==> config.mk <==
export PLATFORM = sky130hd
export DESIGN_NAME = sxp_serial_port
export DESIGN_NICKNAME = d
export VERILOG_FILES = /design/src/hw/sxp_rate_div.v /design/src/hw/sxp_serial_port.v
export VERILOG_INCLUDE_DIRS = /design/src /design/src/hw
export SDC_FILE = /design/constraint.sdc
export NUM_CORES = 1
export LEC_CHECK = 0
export BUFFER_PORTS_ARGS = -buffer_cell sky130_fd_sc_hd__buf_2
export CORE_MARGIN = 2
export CORE_UTILIZATION = 35
export CTS_BUF_LIST = sky130_fd_sc_hd__clkbuf_8 sky130_fd_sc_hd__clkbuf_16
export DETAILED_ROUTE_END_ITERATION = 6
export GPL_ROUTABILITY_DRIVEN = 0
export SLEW_MARGIN = 20
export SYNTH_ARGS = -nofsm -noshare
export SYNTH_HDL_FRONTEND = slang
export SYNTH_SLANG_ARGS = --single-unit
==> constraint.sdc <==
create_clock -name clk_sys_i -period 2.6 [get_ports clk_sys_i]
set_clock_uncertainty 0.1 [all_clocks]
set_input_delay 0.39 -clock clk_sys_i [delete_from_list [all_inputs] [get_ports clk_sys_i]]
set_output_delay 0.39 -clock clk_sys_i [all_outputs]
set_load 0.005 [all_outputs]
==> src/hw/sxp_defines.vh <==
// Purpose: constants of the serial transfer port
// Assumes: included by bare name
// Notes:   byte address of a register is four times its index
`ifndef SXP_DEFINES_VH
`define SXP_DEFINES_VH
// Register indices and byte addresses
`define SXP_IDX_MAIN_CTRL   8'h10
`define SXP_IDX_FLAG_CTRL   8'h11
`define SXP_IDX_DATA_PORT   8'h12
`define SXP_ADDR_MAIN_CTRL  8'h40
`define SXP_ADDR_FLAG_CTRL  8'h44
`define SXP_ADDR_DATA_PORT  8'h48
// Main control fields
`define SXP_MC_RX_IE        7
`define SXP_MC_MASTER       5
`define SXP_MC_CLOCK_POLARITY_BIT         4
`define SXP_MC_PHASE_SELECT_BIT         3
`define SXP_MC_WOM          2
`define SXP_MC_ENABLE       1
`define SXP_MC_TX_IE        0
`define SXP_MC_RESET        8'h28
`define SXP_MC_WMASK        8'hBF
// Flag control fields
`define SXP_FC_RX_FULL      7
`define SXP_FC_ERR_IE       6
`define SXP_FC_OVR          5
`define SXP_FC_FAULT        4
`define SXP_FC_TX_EMPTY     3
`define SXP_FC_FAULT_EN     2
`define SXP_FC_RATE_HI      1
`define SXP_FC_RATE_LO      0
// Half bit times in bus cycles for the four rates
`define SXP_HALF_RATE0      7'h01
`define SXP_HALF_RATE1      7'h04
`define SXP_HALF_RATE2      7'h10
`define SXP_HALF_RATE3      7'h40
// Bits per transfer and the sample index of bit 1
`define SXP_BITS            4'h8
`define SXP_OVR_SAMPLE      4'h6
`define SXP_EDGES_LAST      4'hF
`endif

==> src/hw/sxp_rate_div.v <==
// Purpose: free running half bit tick for the master shift clock
// Assumes: one bus clock, asynchronous active low reset
// Notes:   counter held at zero while not running
`timescale 1ns/1ps
`default_nettype none
`include "sxp_defines.vh"
module sxp_rate_div (
    // Clock and reset
    input  wire       clk_sys_i,
    input  wire       arst_n_i,
    // Control
    input  wire       run_i,
    input  wire [1:0] rate_i,
    // Tick
    output reg        tick_o
);
    reg  [6:0] cnt_ff;
    reg  [6:0] half;

    always @* begin
        case (rate_i)
            2'b00:   half = `SXP_HALF_RATE0;
            2'b01:   half = `SXP_HALF_RATE1;
            2'b10:   half = `SXP_HALF_RATE2;
            default: half = `SXP_HALF_RATE3;
        endcase
    end

    // Divide runs only while enabled as master
    always @(posedge clk_sys_i or negedge arst_n_i) begin
        if (!arst_n_i) begin
            cnt_ff <= 7'h00;
            tick_o <= 1'b0;
        end else if (!run_i) begin
            cnt_ff <= 7'h00;
            tick_o <= 1'b0;
        end else if (cnt_ff >= half - 7'h01) begin
            cnt_ff <= 7'h00;
            tick_o <= 1'b1;
        end else begin
            cnt_ff <= cnt_ff + 7'h01;
            tick_o <= 1'b0;
        end
    end
endmodule
`default_nettype wire

==> src/hw/sxp_serial_port.v <==
// Purpose: master/slave synchronous serial port with APB registers
// Assumes: all pin inputs synchronous to clk_sys_i
// Notes:   zero wait APB; unmapped addresses answer with pslverr
`timescale 1ns/1ps
`default_nettype none
`include "sxp_defines.vh"
// Behaviour
// - Slave write during transfer waits in buffer
// - No new byte: resend shift register contents
// - Shift out and in together, one clock
// - Slave drives data out only while selected
// - Four phase/polarity modes; polarity sets idle level
// - Phase 0: present MSB, start at select fall
// - Phase 1: first clock edge starts transfer
// - Master data write starts transfer, phase-independent delay
// - Master clock idle first half in phase 0
// - Master shift clock runs only when enabled master
// - Start delay at most one bit time
// - Overrun at bit 1 capture, keep old byte
// - No receive-full while overrun pending
// - One enable gates both error flags
// - Receive, overrun, fault share one request
// - Fault flag sets only with fault enable
// - Fault flag reports select conflicting with mode
// - Master select low: fault, disable, clear state
// - Slave select high mid-transfer sets fault
// - Fault clears by flag read then control write
// - Receive full clears by flag read, data read
module sxp_serial_port #(
    parameter ADDR_W = 8
) (
    // Clock and reset
    input  wire              clk_sys_i,
    input  wire              arst_n_i,
    // APB slave
    input  wire              psel_i,
    input  wire              penable_i,
    input  wire              pwrite_i,
    input  wire [ADDR_W-1:0] paddr_i,
    input  wire [31:0]       pwdata_i,
    output reg  [31:0]       prdata_o,
    output reg               pready_o,
    output reg               pslverr_o,
    // Interrupt requests
    output reg               rx_err_irq_o,
    output reg               tx_irq_o,
    // Serial pins
    input  wire              shift_clock_pin_i,
    output reg               shift_clock_pin_o,
    output reg               shift_clock_pin_oe_o,
    input  wire              mosi_i,
    output reg               mosi_o,
    output reg               mosi_oe_o,
    input  wire              miso_i,
    output reg               miso_o,
    output reg               miso_oe_o,
    input  wire              select_low_pin_n_i
);
    reg  [7:0] ctrl_ff;
    reg        err_ie_ff;
    reg        fault_en_ff;
    reg  [1:0] rate_ff;
    reg        rx_full_ff;
    reg        ovr_ff;
    reg        fault_ff;
    reg        tx_empty_ff;
    reg  [7:0] tx_buf_ff;
    reg  [7:0] rx_buf_ff;
    reg  [7:0] shift_ff;
    reg        smp_ff;
    reg  [3:0] bit_cnt_ff;
    reg  [3:0] edge_cnt_ff;
    reg        busy_ff;
    reg        ovr_hit_ff;
    reg        sck_ff;
    reg        sck_in_ff;
    reg        sel_in_ff;
    reg        arm_rx_ff;
    reg        arm_ovr_ff;
    reg        arm_fault_ff;

    wire       unit_en     = ctrl_ff[`SXP_MC_ENABLE];
    wire       master      = ctrl_ff[`SXP_MC_MASTER];
    wire       clock_polarity_bit        = ctrl_ff[`SXP_MC_CLOCK_POLARITY_BIT];
    wire       phase_select_bit        = ctrl_ff[`SXP_MC_PHASE_SELECT_BIT];
    wire       tick;
    wire       setup_ph    = psel_i & ~penable_i;
    wire       access      = psel_i & penable_i & pready_o;
    wire       wr          = access & pwrite_i;
    wire       rd          = access & ~pwrite_i;
    wire       hit_main    = (paddr_i == `SXP_ADDR_MAIN_CTRL);
    wire       hit_flag    = (paddr_i == `SXP_ADDR_FLAG_CTRL);
    wire       hit_data    = (paddr_i == `SXP_ADDR_DATA_PORT);
    wire       wr_main     = wr & hit_main;
    wire       wr_flag     = wr & hit_flag;
    wire       wr_data     = wr & hit_data;
    wire       rd_flag     = rd & hit_flag;
    wire       rd_data     = rd & hit_data;
    wire [7:0] flag_rd     = {rx_full_ff, err_ie_ff, ovr_ff, fault_ff, tx_empty_ff, fault_en_ff, rate_ff};

    // Mode conflict on the select pin
    wire       m_fault     = unit_en & master & fault_en_ff & ~select_low_pin_n_i;
    wire       s_fault     = unit_en & ~master & fault_en_ff & busy_ff & select_low_pin_n_i;
    wire       fault_cond  = m_fault | s_fault;

    // Slave clock edges, ignored while not selected
    wire       s_sel       = unit_en & ~master & ~select_low_pin_n_i;
    wire       s_lead      = s_sel & (sck_in_ff == clock_polarity_bit) & (shift_clock_pin_i != clock_polarity_bit);
    wire       s_trail     = s_sel & (sck_in_ff != clock_polarity_bit) & (shift_clock_pin_i == clock_polarity_bit);
    wire       s_start0    = s_sel & ~phase_select_bit & sel_in_ff & ~busy_ff;
    wire       s_start1    = s_lead & phase_select_bit & ~busy_ff;

    // Master edges come from the half bit tick
    wire       m_start     = unit_en & master & tick & ~busy_ff & ~tx_empty_ff;
    wire       m_edge      = unit_en & master & tick & busy_ff;
    wire       lead        = master ? (m_edge & ~edge_cnt_ff[0]) : (s_lead & busy_ff);
    wire       trail       = master ? (m_edge & edge_cnt_ff[0]) : (s_trail & busy_ff);
    wire       start       = m_start | s_start0 | s_start1;
    wire       din         = master ? miso_i : mosi_i;

    // Sample and shift edges by phase
    wire       samp_ev     = phase_select_bit ? trail : lead;
    wire       shift_ev    = phase_select_bit ? (lead & (bit_cnt_ff != 4'h0)) : trail;
    wire       done0       = ~phase_select_bit & trail & (bit_cnt_ff == `SXP_BITS);
    wire       done1       = phase_select_bit & trail & (bit_cnt_ff == `SXP_BITS - 4'h1);
    wire       done        = done0 | done1;
    wire [7:0] done_byte   = done1 ? {shift_ff[6:0], din} : {shift_ff[6:0], smp_ff};
    wire       ovr_now     = samp_ev & (bit_cnt_ff == `SXP_OVR_SAMPLE) & rx_full_ff;

    // Pin look-ahead: pin edges line up with the engine's own edges, so the
    // far side's answer to one edge has settled before the next sample
    wire       halt        = ~unit_en | m_fault | s_fault;
    wire       nxt_sck     = (halt | start) ? clock_polarity_bit :
                             (m_edge ? ~sck_ff : sck_ff);
    wire       nxt_msb     = halt ? shift_ff[7] :
                             start ? (tx_empty_ff ? shift_ff[7] : tx_buf_ff[7]) :
                             (shift_ev & ~done) ? shift_ff[6] :
                             shift_ff[7];

    sxp_rate_div u_rate_div (
        .clk_sys_i (clk_sys_i),
        .arst_n_i  (arst_n_i),
        .run_i     (unit_en & master),
        .rate_i    (rate_ff),
        .tick_o    (tick)
    );

    // APB answer: data and status registered in the setup cycle
    always @(posedge clk_sys_i or negedge arst_n_i) begin
        if (!arst_n_i) begin
            prdata_o  <= 32'h0000_0000;
            pready_o  <= 1'b0;
            pslverr_o <= 1'b0;
        end else begin
            pready_o  <= setup_ph;
            pslverr_o <= setup_ph & ~(hit_main | hit_flag | hit_data);
            if (!setup_ph || pwrite_i) begin
                prdata_o <= 32'h0000_0000;
            end else if (hit_main) begin
                prdata_o <= {24'h00_0000, ctrl_ff & `SXP_MC_WMASK};
            end else if (hit_flag) begin
                prdata_o <= {24'h00_0000, flag_rd};
            end else if (hit_data) begin
                prdata_o <= {24'h00_0000, rx_buf_ff};
            end else begin
                prdata_o <= 32'h0000_0000;
            end
        end
    end

    // Control registers; a master fault drops the enable
    always @(posedge clk_sys_i or negedge arst_n_i) begin
        if (!arst_n_i) begin
            ctrl_ff     <= `SXP_MC_RESET;
            err_ie_ff   <= 1'b0;
            fault_en_ff <= 1'b0;
            rate_ff     <= 2'b00;
        end else begin
            if (wr_main) begin
                ctrl_ff <= pwdata_i[7:0] & `SXP_MC_WMASK;
            end
            if (wr_flag) begin
                err_ie_ff   <= pwdata_i[`SXP_FC_ERR_IE];
                fault_en_ff <= pwdata_i[`SXP_FC_FAULT_EN];
                rate_ff     <= pwdata_i[1:0];
            end
            if (m_fault) begin
                ctrl_ff[`SXP_MC_ENABLE] <= 1'b0;
            end
        end
    end

    // Clear sequences: flag read arms, data read or control write clears
    always @(posedge clk_sys_i or negedge arst_n_i) begin
        if (!arst_n_i) begin
            arm_rx_ff    <= 1'b0;
            arm_ovr_ff   <= 1'b0;
            arm_fault_ff <= 1'b0;
            rx_full_ff   <= 1'b0;
            ovr_ff       <= 1'b0;
            fault_ff     <= 1'b0;
        end else begin
            if (rd_flag) begin
                arm_rx_ff    <= rx_full_ff;
                arm_ovr_ff   <= ovr_ff;
                arm_fault_ff <= fault_ff & ~fault_cond;
            end else begin
                if (rd_data) begin
                    arm_rx_ff  <= 1'b0;
                    arm_ovr_ff <= 1'b0;
                end
                if (wr_main || fault_cond) begin
                    arm_fault_ff <= 1'b0;
                end
            end
            if (rd_data && arm_rx_ff && !rd_flag) begin
                rx_full_ff <= 1'b0;
            end
            if (rd_data && arm_ovr_ff && !rd_flag) begin
                ovr_ff <= 1'b0;
            end
            if (wr_main && arm_fault_ff && !fault_cond) begin
                fault_ff <= 1'b0;
            end
            // Hardware sets win over same-cycle clears
            if (ovr_now) begin
                ovr_ff <= 1'b1;
            end
            if (done && !ovr_hit_ff && !ovr_now && !ovr_ff) begin
                rx_full_ff <= 1'b1;
            end
            if (fault_cond) begin
                fault_ff <= 1'b1;
            end
        end
    end

    // Transmit buffer and transfer engine
    always @(posedge clk_sys_i or negedge arst_n_i) begin
        if (!arst_n_i) begin
            tx_buf_ff   <= 8'h00;
            tx_empty_ff <= 1'b1;
            rx_buf_ff   <= 8'h00;
            shift_ff    <= 8'h00;
            smp_ff      <= 1'b0;
            bit_cnt_ff  <= 4'h0;
            edge_cnt_ff <= 4'h0;
            busy_ff     <= 1'b0;
            ovr_hit_ff  <= 1'b0;
            sck_ff      <= 1'b0;
        end else if (!unit_en || m_fault || s_fault) begin
            // Disable or fault: abort and clear the state counter
            tx_empty_ff <= 1'b1;
            busy_ff     <= 1'b0;
            bit_cnt_ff  <= 4'h0;
            edge_cnt_ff <= 4'h0;
            ovr_hit_ff  <= 1'b0;
            sck_ff      <= clock_polarity_bit;
            if (!unit_en) begin
                shift_ff <= 8'h00;
            end
            if (wr_data) begin
                tx_buf_ff <= pwdata_i[7:0];
            end
        end else begin
            if (wr_data) begin
                tx_buf_ff   <= pwdata_i[7:0];
                tx_empty_ff <= 1'b0;
            end
            if (start) begin
                busy_ff     <= 1'b1;
                bit_cnt_ff  <= 4'h0;
                edge_cnt_ff <= 4'h0;
                ovr_hit_ff  <= 1'b0;
                sck_ff      <= clock_polarity_bit;
                if (!tx_empty_ff) begin
                    shift_ff    <= tx_buf_ff;
                    tx_empty_ff <= wr_data ? 1'b0 : 1'b1;
                end
            end else begin
                if (m_edge) begin
                    sck_ff      <= ~sck_ff;
                    edge_cnt_ff <= edge_cnt_ff + 4'h1;
                end
                if (samp_ev) begin
                    smp_ff     <= din;
                    bit_cnt_ff <= bit_cnt_ff + 4'h1;
                end
                if (ovr_now) begin
                    ovr_hit_ff <= 1'b1;
                end
                if (done) begin
                    busy_ff  <= 1'b0;
                    shift_ff <= done_byte;
                    if (!ovr_hit_ff && !ovr_now && !ovr_ff && !rx_full_ff) begin
                        rx_buf_ff <= done_byte;
                    end
                end else if (shift_ev) begin
                    shift_ff <= {shift_ff[6:0], smp_ff};
                end
            end
        end
    end

    // Pin sampling and registered pin drive
    always @(posedge clk_sys_i or negedge arst_n_i) begin
        if (!arst_n_i) begin
            sck_in_ff            <= 1'b0;
            sel_in_ff            <= 1'b1;
            shift_clock_pin_o    <= 1'b0;
            shift_clock_pin_oe_o <= 1'b0;
            mosi_o               <= 1'b0;
            mosi_oe_o            <= 1'b0;
            miso_o               <= 1'b0;
            miso_oe_o            <= 1'b0;
        end else begin
            sck_in_ff            <= shift_clock_pin_i;
            sel_in_ff            <= select_low_pin_n_i;
            shift_clock_pin_o    <= (unit_en & master) ? nxt_sck : clock_polarity_bit;
            shift_clock_pin_oe_o <= unit_en & master & ~m_fault;
            mosi_o               <= nxt_msb;
            mosi_oe_o            <= unit_en & master & ~m_fault;
            miso_o               <= nxt_msb;
            miso_oe_o            <= unit_en & ~master & ~select_low_pin_n_i;
        end
    end

    // One shared receive/error request
    always @(posedge clk_sys_i or negedge arst_n_i) begin
        if (!arst_n_i) begin
            rx_err_irq_o <= 1'b0;
            tx_irq_o     <= 1'b0;
        end else begin
            rx_err_irq_o <= (ctrl_ff[`SXP_MC_RX_IE] & unit_en & rx_full_ff & ~ovr_ff)
                          | (err_ie_ff & (ovr_ff | fault_ff));
            tx_irq_o     <= ctrl_ff[`SXP_MC_TX_IE] & tx_empty_ff;
        end
    end
endmodule
`default_nettype wire

After elaboration in Yosys (flattened, before gate mapping)
Cells that the tools add are included.
{ "classes": {"shifts": 0, "reduce_logical": 40, "div": 0, "mul": 0, "eq_ne": 14, "muxes": 60, "bitwise": 79, "n_addsub": 4, "magnitude_cmp": 1} }
{ "op_table": {"columns": ["operator", "count"], "rows": [
  ["$mux W32", 3],
  ["$mux W8", 7],
  ["$and A1 B1 Y1", 51],
  ["$mux W1", 40],
  ["$eq A8 B7 Y1 const B", 3],
  ["$mux W4", 6],
  ["$pmux W7 S3", 1],
  ["$not A1 Y1", 17],
  ["$mux W7", 2],
  ["$logic_and A1 B1 Y1", 12],
  ["$reduce_bool A2 Y1", 6],
  ["$reduce_bool A3 Y1", 4],
  ["$or A1 B1 Y1", 11],
  ["$add A4 B1 Y4 const B", 2],
  ["$eq A4 B3 Y1 const B", 2],
  ["$logic_not A1 Y1", 8],
  ["$reduce_bool A4 Y1", 2],
  ["$add A7 B1 Y7 const B", 1],
  ["$ge A7 B7 Y1", 1],
  ["$sub A7 B1 Y7 const B", 1],
  ["$reduce_and A3 Y1", 2],
  ["$eq A4 B4 Y1 const B", 1],
  ["$logic_or A1 B1 Y1", 4],
  ["$reduce_and A4 Y1", 1],
  ["8 further kinds", 10]
]} }
{ "totals": {"register_bits": 104, "ramBits": 0, "latch_bits": 0, "mem_bits_ro": 0, "inputBits": 49, "output_inout_bits": 42, "wordCells": 232, "mem_count": 0} }

Depth between registers and ports, before layout
{ "depth": {"ltp_word": 15, "depth_mapped": 8} }

Modules after synthesis
A second synthesis with hierarchy kept.
{ "unflattened": {"hier_cells": 369, "area_unflattened_um2": 3985.1} }
{ "modules_own_cells": {"columns": ["module", "area_each_um2", "seq_area_each_um2", "cells_each", "n_inst"], "rows": [
  ["sxp_serial_port", 3463.3, 1731.7, 316, 1],
  ["sxp_rate_div", 521.8, 200.2, 53, 1]
]} }

Worst setup path after synthesis
OpenSTA, ideal clock, no wires.
{ "synth_path": {"path_type": "reg-to-reg", "from": "register rate_ff[1]", "to": "register u_rate_div.tick_o", "path_stages_with_launch": 9, "period_less_slack_ns": 2.412, "path_slack_ns": 0.188, "arrival_time_ns": 2.184, "t_required_ns": 2.373, "setup_ns": 0.127, "path_cell_list": "dfrtp_1 or2_2 ha_1 nand2b_1 a21o_1 a21o_1 a2111oi_0 o21bai_1 nor2b_1"} }
{ "synth_between": {"elab_chain_cells": 6, "word_cells_on_any_way": 8} }
{ "synth_lines": {"columns": ["element", "line", "source"], "rows": [
  ["start, declared", "sxp_serial_port.v:62", "reg [1:0] rate_ff;"],
  ["start signal, assigned", "sxp_serial_port.v:185", "rate_ff <= pwdata_i[1:0];"],
  ["$eq A2 B2 Y1, or another cell as far along", "sxp_rate_div.v:21", "case (rate_i)"],
  ["$pmux W7 S3 (*)", "sxp_rate_div.v:21", null],
  ["$sub A7 B1 Y7 (*)", "sxp_rate_div.v:37", "end else if (cnt_ff >= half - 7'h01) begin"],
  ["$ge A7 B7 Y1 (*)", "sxp_rate_div.v:37", null],
  ["$mux W1 (*)", "sxp_rate_div.v:37", null],
  ["$mux W1 (*)", "sxp_rate_div.v:34", "end else if (!run_i) begin"],
  ["end signal, assigned", "sxp_rate_div.v:33", "tick_o <= 1'b0;"],
  ["end signal, assigned", "sxp_rate_div.v:36", "tick_o <= 1'b0;"],
  ["end signal, assigned", "sxp_rate_div.v:39", "tick_o <= 1'b1;"],
  ["end, declared", "sxp_rate_div.v:15", "output reg tick_o"]
]} }
Every way passes the cells marked *; elsewhere a longest branch is shown, timed or not.
A chain may end at the register's enable or synchronous reset.

Final worst setup path
{ "layout_path": {"from": "register rate_ff[1]", "to": "register u_rate_div.cnt_ff[6]"} }
{ "layout_between": {"elab_chain_cells": 6, "word_cells_on_any_way": 8} }
{ "layout_lines": {"columns": ["element", "line", "source"], "rows": [
  ["$eq A2 B2 Y1, or another cell as far along", "sxp_rate_div.v:21", null],
  ["$pmux W7 S3 (*)", "sxp_rate_div.v:21", null],
  ["$sub A7 B1 Y7 (*)", "sxp_rate_div.v:37", null],
  ["$ge A7 B7 Y1 (*)", "sxp_rate_div.v:37", null],
  ["$mux W7 (*)", "sxp_rate_div.v:37", null],
  ["$mux W7 (*)", "sxp_rate_div.v:34", null],
  ["end signal, assigned", "sxp_rate_div.v:41", "cnt_ff <= cnt_ff + 7'h01;"],
  ["end, declared", "sxp_rate_div.v:17", "reg [6:0] cnt_ff;"]
]} }
Marks and branches as above.

==> tab_implementation.tex <==
\begin{tabular}{lr}
\hline
Metric & Value \\
\hline
\multicolumn{2}{l}{\textbf{Hold path}} \\
HP Start & shift\_clock\_pin\_i \\
Worst Hold Path EP & sck\_in\_ff \\
Worst min-delay path category & in -> reg \\
WHS Path Cells & 1 \\
\multicolumn{2}{l}{\textbf{Floorplan}} \\
Die width & between 100 and 150 um \\
Die area & roughly 12000 um\^{}2 \\
Number of cell rows & 39 \\
Effective utilization at floorplan & 0.3569 \\
Placeable Area & about 11000 um\^{}2 \\
I/O pin total & 91 \\
Die Y-Extent & 111.7 um \\
\multicolumn{2}{l}{\textbf{GRT}} \\
Aggregate global routing overflow & 0 \\
Total global-route track usage & 0.1447 \\
First-pass GRT wire length & 14230 um \\
Maximum number of pins on one net before global-route repair & 43 \\
Via count of the first global-routing pass & 2762 \\
Antenna violations before repair & 0 \\
\multicolumn{2}{l}{\textbf{Synthesis}} \\
Number of flip-flops and latches in the synthesized netlist & 77 \\
Yosys warning count & 0 \\
Dominant synthesized flop cell & sky130\_fd\_sc\_hd\_\_dfrtp\_1 \\
Number of distinct library cell variants in the gate-level netlist after synthesis & 58 \\
Dominant cell by count in the synthesized netlist & sky130\_fd\_sc\_hd\_\_dfrtp\_1 \\
Biggest area contributors in the synthesized netlist & sky130\_fd\_sc\_hd\_\_dfrtp\_1, sky130\_fd\_sc\_hd\_\_mux2\_2, sky130\_fd\_sc\_hd\_\_buf\_4 \\
Post-synthesis cell count & 365 \\
Cell area after technology mapping & approximately 4000 um\^{}2 \\
EDFF count, synth & 0 \\
Average size of a mapped cell & $\sim$11 um\^{}2 \\
Portion of synthesized cell area occupied by the leading cell type & 0.4502 \\
Most used standard cells in the synthesized netlist & sky130\_fd\_sc\_hd\_\_dfrtp\_1, sky130\_fd\_sc\_hd\_\_nor2\_1, sky130\_fd\_sc\_hd\_\_buf\_4, sky130\_fd\_sc\_hd\_\_mux2\_2, sky130\_fd\_sc\_hd\_\_nand2\_1 \\
Post-synth ARST share & 1.000 \\
Leading area contributor after synthesis & sky130\_fd\_sc\_hd\_\_dfrtp\_1 \\
Sequential share of the synthesized area & 0.4761 \\
\multicolumn{2}{l}{\textbf{Critical path}} \\
Critical Setup Path Class & reg -> reg \\
Internal reg-to-reg setup slack & 0.12 ns \\
Category of the worst setup path capture point & flip-flop \\
Required time of the critical path & 2.74 ns \\
Dominant delay contributor by cell family on the critical path & compound AO/OA/AOI/OAI gates \\
Critical path's slowest cell & sky130\_fd\_sc\_hd\_\_a2111oi\_2 \\
Crit Reg-Reg Endpoint & u\_rate\_div.cnt\_ff[6] \\
Worst path most repeated cell & sky130\_fd\_sc\_hd\_\_a21o\_1 \\
Delay contributed by the slowest stage of the critical path & 0.39 ns \\
Sort of element at the start of the critical path & flip-flop \\
Arrival time of data at the critical path endpoint & around 2.6 ns \\
Reg-to-reg startpoint & rate\_ff[1] \\
Cell count of the worst reg-to-reg path & 8 \\
Highest net fanout along the worst path & 8 \\
Count of buffer and inverter cells on the critical path & 0 \\
Critical-path cell list & or2\_2, ha\_1, nand2b\_1, a21o\_1, a21o\_1, a2111oi\_2, o21bai\_2, nor3\_1 \\
\multicolumn{2}{l}{\textbf{Clocking}} \\
Clock Sink Count & 77 \\
Root buffer cell & sky130\_fd\_sc\_hd\_\_clkbuf\_16 \\
Clock insertion delay at the later pin of the skew report & 0.33 ns \\
Number of buffers created by CTS & 9 \\
Clock-pin slew on the worst setup and hold paths & 0.06 ns \\
Clock Path Buffers & 2 \\
TritonCTS clock tree & done \\
CTS H-Tree Depth & 3 \\
\multicolumn{2}{l}{\textbf{Power}} \\
Leakage & about 2.3 nW \\
Worst voltage drop across the vdd grid & approximately 320 uV \\
Power density cells & 562.4 nW/um\^{}2 \\
\multicolumn{2}{l}{\textbf{Final layout}} \\
Final design instance area without fill & 4791 um\^{}2 \\
Net count reported at finish & 484 \\
Core utilization of the finished layout & 0.4214 \\
Fraction of final layout cells sized beyond drive strength 1 & 0.3014 \\
Area delta synth->final & 18.07\% \\
Count of inserted antenna diode cells & 0 \\
\multicolumn{2}{l}{\textbf{Timing}} \\
Actual transition at the worst max-transition pin & roughly 0.57 ns \\
Final-report max-slew violation count & 0 \\
Hold violation total from the final report & 0 \\
Shortest clock period the worst path allows after layout & around 2.5 ns \\
Setup repair after global routing missed its margin & no \\
Count of final setup violators & 0 \\
Part of the cycle the worst path needs & 0.9542 \\
Relative max-transition margin & 0.6227 \\
F\_max & 403.1 MHz \\
\multicolumn{2}{l}{\textbf{Detailed routing}} \\
Post-DRT Antenna Nets & 0 \\
Post-DR wirelength/cell & 15.11 um \\
Violation count after the first detailed-route iteration & 119 \\
Detailed Route WL & 8630 um \\
First-pass iteration count of the detailed router & 4 \\
Remaining design rule violation count & 0 \\
Via density per instance & about 5 \\
Vias post-DR & between 2000 and 3000 \\
\multicolumn{2}{l}{\textbf{Place}} \\
Cell area after placement & 4441 um\^{}2 \\
Number of buffers added on ports & 42 \\
Detail Placement HPWL & 6424 um \\
\multicolumn{2}{l}{\textbf{Flow run}} \\
Number of max-cap violations & 0 \\
\multicolumn{2}{l}{\textbf{Outcome}} \\
Outcome & complete, no violations \\
\hline
\end{tabular}
## kinds of logic (layout without fill, tap and decap cells)
logic type      after synthesis  count (layout)  share of synthesized area
simple gates                114             114                     0.1607
flops                        77              77                     0.4761
compound gates               52              52                    0.09127
buf+inv                      50              90                    0.07585
mux                          48              48                     0.1357
fa+ha+maj                    12              12                    0.03700
xor+xnor                     10              10                    0.02158
other cells                   2              25                   0.001851
## layout by cell type (no fill, tap or decap), types with 8 or more instances in the layout
master and instances:
sky130_fd_sc_hd__buf_2 41, sky130_fd_sc_hd__clkbuf_16 9, sky130_fd_sc_hd__nor2_1 32, sky130_fd_sc_hd__buf_4 18
sky130_fd_sc_hd__dfrtp_1 73, sky130_fd_sc_hd__inv_1 12, sky130_fd_sc_hd__nor2b_1 8, sky130_fd_sc_hd__mux2_2 27
sky130_fd_sc_hd__conb_1 25, sky130_fd_sc_hd__nand3_1 11, sky130_fd_sc_hd__nand2_1 22, sky130_fd_sc_hd__mux2i_1 13
sky130_fd_sc_hd__ha_1 12, sky130_fd_sc_hd__a21oi_1 16
## routing by layer
metal | track usage | vias to the layer above | part of all wire
li1 | - | 1342 | -
met1 | 0.2035 | 1387 | 0.49
met2 | 0.2222 | 68 | 0.47
met3 | 0.03484 | 7 | 0.039
met4 | 0.04444 | 0 | 0.0089
met5 | 0 | - | 0
## registers in the layout, summed over array words and instances, names as in the netlist, 2 cells and up
register / count
bit_cnt_ff: 4
ctrl_ff: 7
prdata_o: 8
rate_ff: 2
rx_buf_ff: 8
shift_ff: 8
tx_buf_ff: 8
u_rate_div.cnt_ff: 7
## power by group
part	switching, mW	internal (mW)	total (mW)
Sequential	0.00280	1.20	1.21
Clock	0.527	0.857	1.38
Combinational	0.0684	0.0355	0.104
Total	0.598	2.10	2.69
## what timing repair did
| action | 4_1_cts | 5_1_grt |
|---|---|---|
| hold buffers | 1 | 0 |
| buffers inserted | 0 | 0 |
| resized for setup | 2 | 1 |
| hold endpoints to repair | 37 | 0 |
| endpoints found under the setup margin | 3 | 7 |
| pin swaps | 0 | 1 |
## layout make-up
cell class | instances | area (um^2)
Fill cell | 1075 | 6579
Sequential cell | 77 | 1932
Multi-Input combinational cell | 261 | 1914
Timing Repair Buffer | 62 | 390.4
Clock buffer | 9 | 225.2
Tap cell | 143 | 178.9
Clock inverter | 7 | 105.1
Inverter | 12 | 45.04
## worst max-delay path by stage
stage                             start                    to  cells past startpoint
after floorplan              rate_ff[1]     u_rate_div.tick_o                      8
after global placement       rate_ff[1]     u_rate_div.tick_o                      8
after detailed placement     rate_ff[1]  u_rate_div.cnt_ff[3]                      8
after CTS                    rate_ff[1]  u_rate_div.cnt_ff[3]                      8
after global routing      bit_cnt_ff[0]          rx_buf_ff[7]                      8
final                        rate_ff[1]  u_rate_div.cnt_ff[6]                      8
## stage by stage
step | std cells | setup slack, ns | power [mW] | hold WS (ns) | setup TNS [ns]
5_1_grt | 571 | 0.009623 | 2.801 | 0.1057 | 0
2_1_floorplan | 388 | 0.1885 | 1.294 | -0.005591 | 0
6_report | 571 | 0.1190 | 2.694 | 0.1039 | 0
3_5_place_dp | 554 | -0.02521 | 1.332 | 0.3277 | -0.04598
4_1_cts | 571 | 0.01514 | 2.735 | 0.08981 | 0
3_3_place_gp | 554 | 0.07809 | 1.330 | 0.3254 | 0
Note: power is estimated with default switching activity, not from simulation.
